$ cat config.mk
export PLATFORM = sky130hd
export DESIGN_NAME = fdc_ctrl
export DESIGN_NICKNAME = d
export VERILOG_FILES = /design/src/shared/fdc_pkg.sv /design/src/hw/fdc_sync.sv /design/src/hw/fdc_ctrl.sv
export SDC_FILE = /design/constraint.sdc
export NUM_CORES = 1
export LEC_CHECK = 0
export ABC_AREA = 1
export BUFFER_PORTS_ARGS = -buffer_cell sky130_fd_sc_hd__buf_2
export CAP_MARGIN = 20
export CORE_MARGIN = 2
export CORE_UTILIZATION = 55
export DETAILED_ROUTE_END_ITERATION = 8
export HOLD_SLACK_MARGIN = 0.02
export PLACE_DENSITY = 0.83
export SYNTH_ARGS = -nofsm -noshare
export SYNTH_HDL_FRONTEND = slang
export SYNTH_SLANG_ARGS = --single-unit
$ cat constraint.sdc
create_clock -name ref_clk -period 3.95 [get_ports ref_clk]
set_input_delay 0.395 -clock ref_clk [delete_from_list [all_inputs] [get_ports ref_clk]]
set_output_delay 0.395 -clock ref_clk [all_outputs]
set_load 0.02 [all_outputs]
$ cat src/shared/fdc_pkg.sv
// package for the flash driver mode controller and adaptive output loop
// assumes one 10 MHz clock and a plain address/strobe register port
package fdc_pkg;

  localparam int CLK_PERIOD_NS   = 100;
  localparam int STEP_SS_NS      = 1000;   // 1 us step during soft-start
  localparam int STEP_NORM_NS    = 8000;   // 8 us step in normal operation
  localparam int STEP_SS_CYC     = (STEP_SS_NS + CLK_PERIOD_NS - 1) / CLK_PERIOD_NS;
  localparam int STEP_NORM_CYC   = (STEP_NORM_NS + CLK_PERIOD_NS - 1) / CLK_PERIOD_NS;
  localparam int OVP_DEB_US      = 100;    // debounce time, plain default
  localparam int OVP_DEB_CYC     = OVP_DEB_US * 1000 / CLK_PERIOD_NS;

  localparam int DAC_W           = 9;
  localparam logic [8:0] DAC_RESET     = 9'h000;
  localparam logic [8:0] OVP_LIM_RESET = 9'h1ff;

  // duty cycle in 1/32 units: 3.125 % .. 75 %
  localparam logic [5:0] DUTY_MIN = 6'h01;
  localparam logic [5:0] DUTY_MAX = 6'h18;

  // headroom target in mV = base + step * code
  localparam int HEADROOM_BASE_MV = 120;
  localparam int HEADROOM_STEP_MV = 30;

  // boost mode select codes
  localparam logic [1:0] MODE_LP_ADAPT  = 2'h0;
  localparam logic [1:0] MODE_PREBIAS   = 2'h1;
  localparam logic [1:0] MODE_FIXED     = 2'h2;
  localparam logic [1:0] MODE_DROPOUT   = 2'h3;

  // register byte addresses
  localparam logic [7:0] ADDR_CTRL      = 8'h00;
  localparam logic [7:0] ADDR_OVP_LIM   = 8'h04;
  localparam logic [7:0] ADDR_STATUS    = 8'h08;
  localparam logic [7:0] ADDR_LAST_OUT  = 8'h0c;
  localparam logic [7:0] ADDR_PEAK_OUT  = 8'h10;
  localparam logic [7:0] ADDR_DAC       = 8'h14;

  // control register field positions
  localparam int CTRL_MODE_LO   = 0;
  localparam int CTRL_TORCH_LO  = 2;
  localparam int CTRL_FLASH_LO  = 4;
  localparam int CTRL_TPIN_BIT  = 6;
  localparam int CTRL_SPIN_BIT  = 7;
  localparam int CTRL_SKIP_BIT  = 8;
  localparam int CTRL_HR_LO     = 9;
  localparam int CTRL_W         = 11;
  localparam logic [10:0] CTRL_RESET = 11'h000;
  localparam int STAT_FAULT_BIT = 3;

  typedef enum logic [2:0] {
    ST_SHUTDOWN, ST_STANDBY, ST_ACTIVE, ST_TORCH, ST_FLASH
  } fdc_state_t;

  typedef struct packed {
    logic [7:0]  addr;
    logic [31:0] wdata;
    logic        wr;
    logic        rd;
  } fdc_bus_req_t;

  typedef struct packed {
    logic supply_ok;   // logic supply above logic_supply_undervolt_level
    logic main_ok;     // main input above main_input_undervolt_level
    logic torch_pin;
    logic strobe_trigger;
    logic hr_low;      // regulator headroom below target
    logic hr_high;     // regulator headroom above target
    logic min_duty;    // converter at minimum duty
    logic ilim;        // converter at peak input current limit
    logic vout_high;   // output high enough to skip a cycle
    logic soft_start;  // converter ramping
  } fdc_pins_t;

endpackage : fdc_pkg

$ cat src/hw/fdc_sync.sv
// three-stage synchroniser with agreement filter for asynchronous pins
// assumes pins are static for at least three clock periods around a change
module fdc_sync #(
  parameter int W = 1
) (
  input  wire logic         ref_clk,  // system clock
  input  wire logic         rstn,     // async reset, active low
  input  wire logic [W-1:0] d,        // asynchronous inputs
  output      logic [W-1:0] q         // filtered, synchronous copy
);
  logic [W-1:0] s1_reg;
  logic [W-1:0] s2_reg;
  logic [W-1:0] s3_reg;
  logic [W-1:0] q_next;

  // a bit changes only once stages two and three agree
  assign q_next = (s2_reg & s3_reg) | (q & (s2_reg | s3_reg));

  always_ff @(posedge ref_clk or negedge rstn) begin
    if (!rstn) begin
      s1_reg <= '0;
      s2_reg <= '0;
      s3_reg <= '0;
      q      <= '0;
    end else begin
      s1_reg <= d;
      s2_reg <= s1_reg;
      s3_reg <= s2_reg;
      q      <= q_next;
    end
  end
endmodule : fdc_sync

$ cat src/hw/fdc_ctrl.sv
// flash driver mode controller with adaptive output voltage loop
// assumes analog comparators on the pin inputs and a same-clock duty request
module fdc_ctrl
  import fdc_pkg::*;
#(
  parameter int                 DEB_CYC  = OVP_DEB_CYC,  // overvoltage debounce in cycles
  parameter logic [DAC_W-1:0]   DAC_INIT = DAC_RESET     // DAC code after reset
) (
  input  wire logic         ref_clk,       // 10 MHz clock
  input  wire logic         rstn,          // async reset, active low
  input  wire fdc_bus_req_t bus_req,       // register port request
  output      logic [31:0]  rdata,         // read data, cycle after read
  input  wire fdc_pins_t    pins,          // asynchronous pin and comparator inputs
  input  wire logic [5:0]   duty_req,      // duty request from modulator, 1/32 units
  output      logic         boost_en,      // converter enable
  output      logic [1:0]   boost_mode,    // boost_mode_select to converter
  output      logic [1:0]   reg_en,        // current regulator enables
  output      logic [1:0]   reg_flash,     // regulator uses flash settings
  output      logic [8:0]   dac_code,      // output voltage DAC code
  output      logic [1:0]   headroom_sel,  // headroom target code
  output      logic         skip_cycle,    // omit next switching cycle
  output      logic [5:0]   duty_cmd,      // clamped duty command
  output      logic         ovp_fault      // debounce expired, outputs disabled
);
  fdc_pins_t  ps;
  fdc_state_t state_reg;
  fdc_state_t state_next;

  logic [CTRL_W-1:0] ctrl_reg;
  logic [CTRL_W-1:0] ctrl_next;
  logic [8:0]        ovp_lim_reg;
  logic [8:0]        last_reg;
  logic [8:0]        peak_reg;
  logic [6:0]        tick_cnt_reg;
  logic [15:0]       deb_cnt_reg;
  logic [31:0]       rdata_next;

  fdc_sync #(.W($bits(fdc_pins_t))) u_sync (
    .ref_clk (ref_clk),
    .rstn    (rstn),
    .d       (pins),
    .q       (ps)
  );

  // register field decode
  wire [1:0] mode_f     = ctrl_reg[CTRL_MODE_LO +: 2];
  wire [1:0] torch_f    = ctrl_reg[CTRL_TORCH_LO +: 2];
  wire [1:0] flash_f    = ctrl_reg[CTRL_FLASH_LO +: 2];
  wire       tpin_en    = ctrl_reg[CTRL_TPIN_BIT];
  wire       spin_en    = ctrl_reg[CTRL_SPIN_BIT];
  wire       skip_en    = ctrl_reg[CTRL_SKIP_BIT];

  wire live      = ps.supply_ok;
  wire wr_ok     = bus_req.wr && live;
  wire rd_ok     = bus_req.rd && live;
  wire wr_ctrl   = wr_ok && (bus_req.addr == ADDR_CTRL);
  wire wr_ovp    = wr_ok && (bus_req.addr == ADDR_OVP_LIM);
  wire wr_stat   = wr_ok && (bus_req.addr == ADDR_STATUS);

  // triggers gate the enables only when the pin option is set
  wire [1:0] torch_on = torch_f & {2{~tpin_en | ps.torch_pin}};
  wire [1:0] flash_on = flash_f & {2{~spin_en | ps.strobe_trigger}};
  wire       any_torch = |torch_on;
  wire       any_flash = |flash_on;
  wire       any_reg   = any_torch | any_flash;
  wire       sw_boost  = (mode_f != MODE_LP_ADAPT);
  wire       go_down   = !ps.main_ok || ovp_fault;

  wire in_event   = (state_reg == ST_TORCH) || (state_reg == ST_FLASH);
  wire next_event = (state_next == ST_TORCH) || (state_next == ST_FLASH);
  wire next_on    = next_event || (state_next == ST_ACTIVE);

  always_comb begin
    state_next = state_reg;
    unique case (state_reg)
      ST_SHUTDOWN: if (live) state_next = ST_STANDBY;
      ST_STANDBY: begin
        if (ps.main_ok && !ovp_fault && (any_reg || sw_boost)) state_next = ST_ACTIVE;
      end
      ST_ACTIVE: begin
        if (go_down || (!sw_boost && !any_reg)) state_next = ST_STANDBY;
        else if (any_flash) state_next = ST_FLASH;
        else if (any_torch) state_next = ST_TORCH;
      end
      ST_TORCH: begin
        if (go_down) state_next = ST_STANDBY;
        else if (any_flash) state_next = ST_FLASH;
        else if (!any_torch) state_next = ST_ACTIVE;
      end
      ST_FLASH: begin
        if (go_down) state_next = ST_STANDBY;
        else if (!any_flash) state_next = any_torch ? ST_TORCH : ST_ACTIVE;
      end
    endcase
    if (!live) state_next = ST_SHUTDOWN;
  end

  // adaptive loop step timing and direction
  wire [6:0] step_len  = ps.soft_start ? 7'(STEP_SS_CYC) : 7'(STEP_NORM_CYC);
  wire       tick      = in_event && (tick_cnt_reg >= step_len - 7'h01);
  wire       want_up   = ps.hr_low;
  wire       want_down = ps.hr_high && !ps.hr_low;
  wire       at_lim    = (dac_code >= ovp_lim_reg);
  wire       ovp_req   = in_event && want_up && at_lim;
  wire       step_up   = tick && want_up && !ps.ilim && !at_lim;
  wire       step_down = tick && want_down && !ps.min_duty && (dac_code != '0);
  wire [8:0] dac_next  = step_up   ? 9'(dac_code + 9'h001) :
                         step_down ? 9'(dac_code - 9'h001) : dac_code;
  wire       deb_done  = (deb_cnt_reg >= 16'(DEB_CYC));
  wire       fault_set = ovp_req && deb_done;

  wire [5:0] duty_next = (duty_req < DUTY_MIN) ? DUTY_MIN :
                         (duty_req > DUTY_MAX) ? DUTY_MAX : duty_req;

  // outputs built from ctrl_next must not lag the register reset by a cycle
  assign ctrl_next = !live ? CTRL_RESET : wr_ctrl ? bus_req.wdata[CTRL_W-1:0] : ctrl_reg;

  always_comb begin
    rdata_next = '0;
    if (rd_ok) begin
      unique case (bus_req.addr)
        ADDR_CTRL:     rdata_next = 32'(ctrl_reg);
        ADDR_OVP_LIM:  rdata_next = 32'(ovp_lim_reg);
        ADDR_STATUS:   rdata_next = 32'({ovp_fault, state_reg});
        ADDR_LAST_OUT: rdata_next = 32'(last_reg);
        ADDR_PEAK_OUT: rdata_next = 32'(peak_reg);
        ADDR_DAC:      rdata_next = 32'(dac_code);
        default:       rdata_next = '0;
      endcase
    end
  end

  // software registers: held at reset while the logic supply is low
  always_ff @(posedge ref_clk or negedge rstn) begin
    if (!rstn) begin
      ctrl_reg    <= CTRL_RESET;
      ovp_lim_reg <= OVP_LIM_RESET;
      ovp_fault   <= 1'b0;
    end else if (!live) begin
      ctrl_reg    <= CTRL_RESET;
      ovp_lim_reg <= OVP_LIM_RESET;
      ovp_fault   <= 1'b0;
    end else begin
      ctrl_reg    <= ctrl_next;
      ovp_lim_reg <= wr_ovp ? bus_req.wdata[8:0] : ovp_lim_reg;
      // a new fault wins over a simultaneous software clear
      ovp_fault   <= fault_set || (ovp_fault && !(wr_stat && bus_req.wdata[STAT_FAULT_BIT]));
    end
  end

  always_ff @(posedge ref_clk or negedge rstn) begin
    if (!rstn) begin
      state_reg    <= ST_SHUTDOWN;
      rdata        <= '0;
      boost_en     <= 1'b0;
      boost_mode   <= MODE_LP_ADAPT;
      reg_en       <= 2'h0;
      reg_flash    <= 2'h0;
      headroom_sel <= 2'h0;
      skip_cycle   <= 1'b0;
      duty_cmd     <= DUTY_MIN;
    end else begin
      state_reg    <= state_next;
      rdata        <= rdata_next;
      boost_en     <= next_on;
      boost_mode   <= ctrl_next[CTRL_MODE_LO +: 2];
      reg_en       <= next_event ? (torch_on | flash_on) : 2'h0;
      reg_flash    <= (state_next == ST_FLASH) ? flash_on : 2'h0;
      headroom_sel <= ctrl_next[CTRL_HR_LO +: 2];
      skip_cycle   <= next_on && ctrl_next[CTRL_SKIP_BIT] && ps.vout_high;
      duty_cmd     <= duty_next;
    end
  end

  // loop timing, DAC code and output logs
  always_ff @(posedge ref_clk or negedge rstn) begin
    if (!rstn) begin
      tick_cnt_reg <= '0;
      deb_cnt_reg  <= '0;
      dac_code     <= DAC_INIT;
      last_reg     <= DAC_RESET;
      peak_reg     <= DAC_RESET;
    end else if (!live) begin
      tick_cnt_reg <= '0;
      deb_cnt_reg  <= '0;
      dac_code     <= DAC_INIT;
      last_reg     <= DAC_RESET;
      peak_reg     <= DAC_RESET;
    end else begin
      tick_cnt_reg <= (!in_event || tick) ? 7'h00 : 7'(tick_cnt_reg + 7'h01);
      // the debounce counter saturates; it restarts once the request drops
      deb_cnt_reg  <= !ovp_req ? 16'h0000 : deb_done ? deb_cnt_reg : 16'(deb_cnt_reg + 16'h0001);
      dac_code     <= dac_next;
      if (in_event && !next_event) last_reg <= dac_code;
      if (!in_event && next_event) peak_reg <= dac_code;
      else if (in_event && dac_next > peak_reg) peak_reg <= dac_next;
    end
  end
endmodule : fdc_ctrl

* Word-level counts from Yosys, hierarchy flattened
Cells that the tools add are included.
** Operators by class
- Div/mod/pow operators :: 0
- Shift operators :: 0
- Add/sub/neg operators :: 5
- Multiplexer cells :: 38
- Multiply operators :: 0
- Order comparisons :: 6
- Reduce and logical (&&, ||, !) cells :: 51
- Bitwise logic cells :: 12
- Equal/unequal tests :: 17
** Operator list (number)
- $mux W9 :: 10
- $pmux W11 S6 :: 1
- $mux W16 :: 3
- $mux W11 :: 4
- $mux W3 :: 10
- $logic_and A1 B1 Y1 :: 26
- $mux W7 :: 3
- $and A10 B10 Y10 :: 2
- $or A10 B10 Y10 :: 2
- $add A16 B1 Y16 const B :: 1
- $eq A8 B4 Y1 const B :: 2
- $eq A8 B5 Y1 const B :: 2
- $ge A16 B10 Y1 const B :: 1
- $pmux W3 S5 :: 1
- $eq A3 B2 Y1 const B :: 4
- $mux W6 :: 2
- $logic_not A1 Y1 :: 11
- $add A9 B1 Y9 const B :: 1
- $ge A9 B9 Y1 :: 1
- $gt A9 B9 Y1 :: 1
- $reduce_bool A9 Y1 :: 1
- $sub A9 B1 Y9 const B :: 1
- $eq A8 B3 Y1 const B :: 1
- $logic_not A8 Y1 :: 1
- other kinds (19) :: 37
** Word-level totals
- Word-level logic and storage cells :: 151
- Bits in registers :: 162
- Bits in writable memories :: 0
- Memories kept :: 0
- Latch bits :: 0
- Input bits :: 60
- Memory bits (read-only) :: 0
- Output and inout bits :: 58

* Longest topological paths before layout
Gate-level depths: netlist of run 1.
- Depth after elaboration :: 17
- Mapped depth :: 22
- Depth with buffers taken out :: 22

* By module
From an unflattened synthesis of run 1, not the netlist that was laid out.
** Second synthesis, totals
- Cell total of the unflattened synthesis :: 773
- Area, all modules :: 6794.0 µm²
** Modules (own cells, without submodules)
- fdc_ctrl :: instances 1, cells an instance 693, area each 5630.4 µm², seq. area each 2439.8 µm²
- fdc_sync :: instances 1, cells an instance 80, area each 1163.6 µm², seq. area each 1001.0 µm²

* Worst setup path after synthesis of run 1
No wires, ideal clock.
- Path kind :: register -> register
- From :: register dac_code[0]
- To :: register peak_reg[0]
- Data required time :: 3.832 ns
- Clock period less this slack :: 3.176 ns
- Library setup time :: 0.118 ns
- Data arrival time :: 3.059 ns
- Slack :: 0.774 ns
- Cell stages (with the launch flop) :: 18
- Path through :: dfrtp_1 > inv_1 > ha_1 > nand4_1 > nor3b_1 > nor2_2 > nand2_4 > nand2_1 > nand2_1 > inv_1 > ha_1 > nand2_1 > nor2_1 > a41oi_1 > a21oi_2 > nand2_1 > nand2_1 > nand2_1
** Between the ends
- Word-level cells in the longest chain between the ends :: 7
** Ends and longest elaborated chain
- from (decl) :: line fdc_ctrl.sv:19 : output logic [8:0] dac_code,
- from (signal assigned) :: line fdc_ctrl.sv:193 : dac_code <= dac_next;
- $ge A9 B9 Y1 / $reduce_bool A9 Y1 (equally long branches) :: line fdc_ctrl.sv:103, fdc_ctrl.sv:106
- $logic_not A1 Y1 / $logic_and A1 B1 Y1 (equally long branches) :: line fdc_ctrl.sv:105, fdc_ctrl.sv:106
- $logic_and A1 B1 Y1 / $mux W9 (equally long branches) :: line fdc_ctrl.sv:105, fdc_ctrl.sv:108
- $mux W9 :: line fdc_ctrl.sv:107 : wire [8:0] dac_next = step_up ? 9'(dac_code + 9'h001) :
- $gt A9 B9 Y1 / $mux W9 (equally long branches) :: line fdc_ctrl.sv:196 : else if (in_event && dac_next > peak_reg) peak_reg <= dac_next;
- $logic_and A1 B1 Y1 / $mux W9 (equally long branches) :: line fdc_ctrl.sv:196, fdc_ctrl.sv:195
- $ne A3 B3 Y1 (no source line) / $mux W9 (equally long branches)
- to (signal assigned) :: line fdc_ctrl.sv:195 : if (!in_event && next_event) peak_reg <= dac_code;
- to (signal assigned) :: line fdc_ctrl.sv:196
- to (decl) :: line fdc_ctrl.sv:33 : logic [8:0] peak_reg;
Several ways; a longest one is shown, not always the timed one. The select of a mux whose other input is x is not followed.
A chain may end at the register's enable or synchronous reset.

* Final worst setup path of run 1
- From :: register dac_code[0]
- To :: register peak_reg[3]
** Between the ends
- Word-level cells in the longest chain between the ends :: 7
** Ends and longest elaborated chain (line)
- $ge A9 B9 Y1 / $reduce_bool A9 Y1 (equally long branches) :: fdc_ctrl.sv:103, fdc_ctrl.sv:106
- $logic_not A1 Y1 / $logic_and A1 B1 Y1 (equally long branches) :: fdc_ctrl.sv:105, fdc_ctrl.sv:106
- $logic_and A1 B1 Y1 / $mux W9 (equally long branches) :: fdc_ctrl.sv:105, fdc_ctrl.sv:108
- $mux W9 (*) :: fdc_ctrl.sv:107
- $gt A9 B9 Y1 / $mux W9 (equally long branches) :: fdc_ctrl.sv:196
- $logic_and A1 B1 Y1 / $mux W9 (equally long branches) :: fdc_ctrl.sv:196, fdc_ctrl.sv:195
- $ne A3 B3 Y1 (no source line) / $mux W9 (equally long branches)
Mark *: on every way between the ends. The rest lies on a longest branch, timed or not. The select of a mux whose other input is x is not followed.

==> results.yml, run 1 <==
layout:
  num_antenna_cells: 0
  regArea_mm2: 0.00344
  design_area_mm2: 0.00784
  layout-drive-gt1-share: 0.174
  largest_reg_flops: 16
  synthToLayoutAreaGrowth_pct: 15.7
  fin_cells: 1021
  final_common_cell: "nand2_1"
  fillers: 995
  multi_input_area_mm2: 0.00280
  final_cell_mix: "nand2_1 (155), dfrtp_1 (127), inv_1 (93)"
  fin_nets: 947
critical_path:
  cpMostUsedCell: "nand2_1"
  critPathSlowestCell: "dfrtp_1"
  required_ns: 4.25
  critPathTopFamily: "simple AND/OR/NAND/NOR gates"
  r2r_cells: 19
  worstSetupPathDepth: 19
  path_class: "reg2reg"
  end_kind: "flop"
  critPathLaunchType: "flop"
  path_buf_inv: 2
  crit_fanout: 9
  arrival_ns: 3.82
  max_stage_delay_ns: 0.45
  cp_cell_sequence: "inv_1 -> ha_1 -> nand2_1 -> nor2_1 -> nand2_1 -> nand3_2 -> nand2_1 -> nand2_1 -> nand2_1 -> nand2_1 -> inv_1 -> ha_1 -> nand2_1 -> nor2_1 -> a41oi_1 -> a21oi_2 -> nand2_1 -> nand2_1 -> nand2_1"
place:
  port_buffers: 75
  dp_hpwl_mm: 10.6
  pre_cts_ws_ns: 0.407
  postPlaceCellArea_mm2: 0.00723
  dp_cells: 986
  gp_congestion: 0.949
timing:
  slew_headroom: 0.519
  fin_ws_ns: 0.431
  period_minus_slack_ns: 3.52
  tns_ns: 0
  period_share: 0.891
  setup_viol: 0
  finalHoldViolCount: 0
  skew_ns: 0.00858
  drv_slew: 0
  max_freq_mhz: 284
  worst_slew_pin_slew_ns: 0.719
  grt_setup_unrepaired: "false"
drt:
  drt_first_pass_iters: 7
  drt-initial-drc-count: 358
  viasPerCell: 5.46
  vias: 5578
  finalWirelength_mm: 14.9
  post_drt_wl_per_cell_um: 14.6
  ant_nets: 0
  drc_errors: 0
grt:
  grt_max_degree: 120
  grt_pass1_vias: 5457
  antenna_found_initial: 0
  grt_pass1_wl_mm: 25.1
  grt_overflow_total: 0
  grt_usage: 0.243
die:
  die_w_um: 115
  die-area_mm2: 0.0132
  ios: 118
  start_util: 0.564
  core_mm2: 0.0120
  num_rows: 40
  dieHeight_um: 115
clocking:
  ctsLongestPathBuffers: 2
  numCtsBuffers: 17
  cts.repair.resized: 0
  cts_root_buf: "clkbuf_16"
  insertion_delay_ns: 0.42
  clkTransAtPathRegs_ns: 0.06
  cts_tree: "yes"
  cts_num_sinks: 137
  cts.htree.levels: 4
run:
  maxCapViolCount: 0
yosys:
  yosys.area_share.simple: 0.245
  ys_warn_count: 0
  synth_top_flop_cell: "dfrtp_1"
  yosys.area.top_type: "dfrtp_1"
  netlist_area_mm2: 0.00677
  synth_top_family_by_area: "simple AND/OR/NAND/NOR gates"
  synth-compound-area-share: 0.0667
  synth_area_per_cell_um2: 8.76
  synth.distinct_cells: 45
  synth_edf_count: 0
  async_reset_ff_frac: 1.00
  yosysSeqAreaShare: 0.508
  synth_fa_ha_area_frac: 0.0628
  synth_xor_area_frac: 0.0259
  synthMuxAreaShare: 0
  netlist_instances: 773
  yosysTopAreaCellShare: 0.469
  synth-seq-cells: 137
  synth_area_leaders: "dfrtp_1 (47%), nand2_1 (8.6%), inv_1 (5.2%)"
power:
  ir_worst_vdd_mv: 0.341
  leakage_nw: 4.05
  pwr_density_cell_mw_per_mm2: 392
hold_path:
  holdPathStages: 1
  min_path_type: "in2reg"
run_status:
  status: "complete, no violations"
[path summary, 6_finish.rpt]
path | end | start | slack, ns
min in group asynchronous | u_sync.q[6]$_DFF_PN0_ | rstn | 0.45
hold reg to reg | u_sync.s2_reg[1]$_DFF_PN0_ | u_sync.s1_reg[1]$_DFF_PN0_ | 0.35
setup / recovery | peak_reg[3]$_DFFE_PN0P_ | dac_code[0]$_DFF_PN0_ | 0.43
setup reg to reg | peak_reg[3]$_DFFE_PN0P_ | dac_code[0]$_DFF_PN0_ | 0.43
max in group asynchronous | duty_cmd[0]$_DFF_PN1_ | rstn | 2.76
hold / removal | u_sync.s1_reg[7]$_DFF_PN0_ | pins[7] | 0.08
[worst register-to-register path, delay by kind of cell (launching register included)]
kind	cells	cell delay, ns
compound gates	2	0.33
fa+ha+maj	2	0.57
buf+inv	2	0.33
flops	1	0.45
simple gates	13	1.71
[synthesized netlist by cell type, drive strengths merged, types with 13 or more instances]
library cell  count
dfrtp           127
o22ai            18
nand4            22
a21oi            13
buf              31
inv              97
nor2             88
nand2           160
xor2             15
nand3            64
nor3             20
ha               26
o21ai            26
[report_power, final]
group | switching [W] | internal [W] | leakage, nW
clock | 0.000584 | 0.000877 | 0.270
sequential | 0.0000162 | 0.00144 | 1.77
combinational | 0.000116 | 0.0000449 | 2.01
total | 0.000717 | 0.00236 | 4.05
[per-layer routing]
| metal | global-route usage | wire (µm) | vias up |
|---|---|---|---|
| met2 | 0.388 | 7010 | 245 |
| met3 | 0.0680 | 1120 | 45 |
| li1 | - | - | 2663 |
| met5 | 0 | 0 | - |
| met1 | 0.301 | 6210 | 2625 |
| met4 | 0.134 | 592 | 0 |
[layout make-up]
type | count | area share
Sequential cell | 137 | 0.439
Multi-Input combinational cell | 520 | 0.357
Timing Repair Buffer | 85 | 0.0627
Clock buffer | 20 | 0.0570
Inverter | 100 | 0.0479
Tap cell | 147 | 0.0235
Clock inverter | 12 | 0.0129
[metrics by stage]
step | power, W | utilization | hold slack [ns]
4_1_cts | 0.00309 | 0.648 | 0.0660
3_5_place_dp | 0.00163 | 0.602 | 0.335
5_1_grt | 0.00317 | 0.652 | 0.0606
6_report | 0.00307 | 0.652 | 0.0800
2_1_floorplan | 0.00157 | - | 0.0994
3_3_place_gp | 0.00163 | 0.602 | 0.331
[logic make-up after synthesis]
kind of cell,count (synthesis)
other,1
buffers and inverters,137
adders and majority gates,36
DFF,137
AOI/OAI and AO/OA,75
and+or+nand+nor,367
xor gates and xnor gates,20
[repair_timing]
item                                   CTS  global route
setup buffers                            0             1
endpoints found under the hold margin    0            27
setup endpoints to repair                0             2
hold buffers                             0             1
Note: power is estimated with default switching activity, not from simulation.
==> run 2, diff against run 1 <==
- CORE_MARGIN: 2 -> default
- CORE_UTILIZATION: 55 -> 42
- PLACE_DENSITY: 0.83 -> 0.67
==> run 2 against run 1 <==
Sequential power about the same. Routed wire length up 1.8%. Design area up 1.9%. Count of clock-buffer cells in the layout up 1. Hold slack worse by 0.0041 ns. Worst setup slack worse by 0.022 ns. Critical endpoint is now peak_reg[7]$_DFFE_PN0P_. Largest power group unchanged.
==> results.yml, run 2 (synthesis results as in run 1) <==
place:
  port_buffers: 75
  gp_congestion: 0.851
  dp_cells: 1058
  dp_hpwl_mm: 11.1
critical_path:
  r2r_cells: 20
  path_class: "reg2reg"
  r2r_end: "peak_reg[7]$_DFFE_PN0P_"
  end_kind: "flop"
  arrival_ns: 3.85
  timing.critical_path.to: "peak_reg[7]$_DFFE_PN0P_"
  r2r_setup_slack_ns: 0.41
  r2r-start: "dac_code[0]$_DFF_PN0_"
  crit_fanout: 9
  startpoint: "dac_code[0]$_DFF_PN0_"
  critPathLaunchType: "flop"
  required_ns: 4.26
layout:
  fin_nets: 948
  finish.utilization: 0.504
  layout-drive-gt1-share: 0.175
  num_antenna_cells: 0
  synthToLayoutAreaGrowth_pct: 17.8
  fillers: 1479
  largest_reg_flops: 16
  fin_cells: 1091
  final_cell_mix: "nand2_1 (155), dfrtp_1 (127), inv_1 (93)"
  final_common_cell: "nand2_1"
clocking:
  cts_tree: "yes"
  cts.htree.levels: 4
  postCtsSetupBuffers: 0
  cts_num_sinks: 137
  numCtsBuffers: 17
  ctsLongestPathBuffers: 2
  hold_buffers: 1
  clkTransAtPathRegs_ns: 0.06
  insertion_delay_ns: 0.43
  cts_root_buf: "clkbuf_16"
  cts.repair.resized: 0
grt:
  grt_max_degree: 75
  grt_overflow_total: 0
  grt_pass1_wl_mm: 25.4
  grt_pass1_vias: 5101
  grt_usage: 0.202
  antenna_found_initial: 0
run:
  maxCapViolCount: 0
timing:
  period_share: 0.896
  skew_ns: 0.0112
  hold_ws_ns: 0.0759
  grt_setup_unrepaired: "false"
  drv_slew: 0
  finalHoldViolCount: 0
  max_freq_mhz: 282
  tns_ns: 0
  worst_slew_pin_slew_ns: 0.707
  period_minus_slack_ns: 3.54
  slew_headroom: 0.527
  setup_viol: 0
die:
  start_util: 0.428
  ios: 118
  die-area_mm2: 0.0166
  dieHeight_um: 129
  core_mm2: 0.0158
  num_rows: 46
  die_w_um: 129
power:
  p_total_w: 0.00329
  pwr_density_cell_mw_per_mm2: 413
  leakage_nw: 4.08
  ir_worst_vdd_mv: 0.359
drt:
  vias: 5407
  finalWirelength_mm: 15.2
  post_drt_wl_per_cell_um: 13.9
  ant_nets: 0
  drt_first_pass_iters: 6
  drt-initial-drc-count: 462
  drc_errors: 0
  viasPerCell: 4.96
run_status:
  status: "complete, no violations"
hold_path:
  min_path_type: "in2reg"
-- run 2: changes by cell type in the layout (fill, tap and decap cells not counted), sizes merged --
| cell | previous run | this run |
|---|---|---|
| buf | 84 | 85 |
| bufinv | 1 | 4 |
| clkbuf | 20 | 21 |
| clkinv | 11 | 8 |
| inv | 98 | 97 |
-- run 2: metrics by stage --
stage / cell area [µm²] / setup WS (ns)
final: 7980 / 0.409
after global routing: 7980 / 0.0544
after CTS: 7980 / 0.469
after detailed placement: 7340 / 0.500
after global placement: 7340 / 0.517
after floorplan: 6850 / 0.774
-- run 2: layout make-up --
| class | instances | area, µm² | share of cell area |
|---|---|---|---|
| clock buffer | 21 | 460 | 0.0577 |
| clock inverter | 11 | 171 | 0.0215 |
| inverter | 100 | 375 | 0.0470 |
| multi-input combinational | 520 | 2800 | 0.350 |
| sequential | 137 | 3440 | 0.431 |
| tap | 216 | 270 | 0.0339 |
| timing repair buffer | 86 | 467 | 0.0585 |
-- run 2: power breakdown --
| group | leakage [nW] | internal [W] | total (W) | switching [W] |
|---|---|---|---|---|
| clock | 0.303 | 0.00109 | 0.00168 | 0.000594 |
| sequential | 1.77 | 0.00144 | 0.00145 | 0.0000158 |
| combinational | 2.01 | 0.0000427 | 0.000158 | 0.000116 |
-- run 2: worst min-delay path by stage --
stage	from	end	slack, ns	depth (start not counted)
after floorplan	rstn	boost_en$_DFF_PN0_	0.1	0
after global placement	u_sync.s1_reg[1]$_DFF_PN0_	u_sync.s2_reg[1]$_DFF_PN0_	0.33	0
after detailed placement	u_sync.s1_reg[1]$_DFF_PN0_	u_sync.s2_reg[1]$_DFF_PN0_	0.33	0
after CTS	pins[7]	u_sync.s1_reg[7]$_DFF_PN0_	0.06	1
after global routing	pins[9]	u_sync.s1_reg[9]$_DFF_PN0_	0.06	1
final	pins[7]	u_sync.s1_reg[7]$_DFF_PN0_	0.08	1
-- run 2: routing by layer --
| layer | GRT usage | vias to the layer above | part of all wire |
|---|---|---|---|
| met4 | 0.0955 | 0 | 0.033 |
| met5 | 0 | - | 0 |
| met3 | 0.0462 | 34 | 0.052 |
| met1 | 0.264 | 2526 | 0.45 |
| met2 | 0.318 | 181 | 0.47 |
| li1 | - | 2666 | - |
-- run 2: critical path, cell delays in order (launching register included) --
cell,delay (ns)
dfrtp_1,0.46
inv_1,0.28
ha_1,0.31
nand2_1,0.11
nor2_1,0.15
nand2_1,0.24
nand3_2,0.25
nand2_1,0.08
nand2_1,0.07
nand2_1,0.05
nand2_1,0.10
inv_1,0.05
ha_1,0.28
a21oi_1,0.13
o21ai_0,0.11
nand2_1,0.07
o2111ai_1,0.11
a21oi_2,0.15
nand2_1,0.23
nand2_1,0.13
nand2_1,0.06
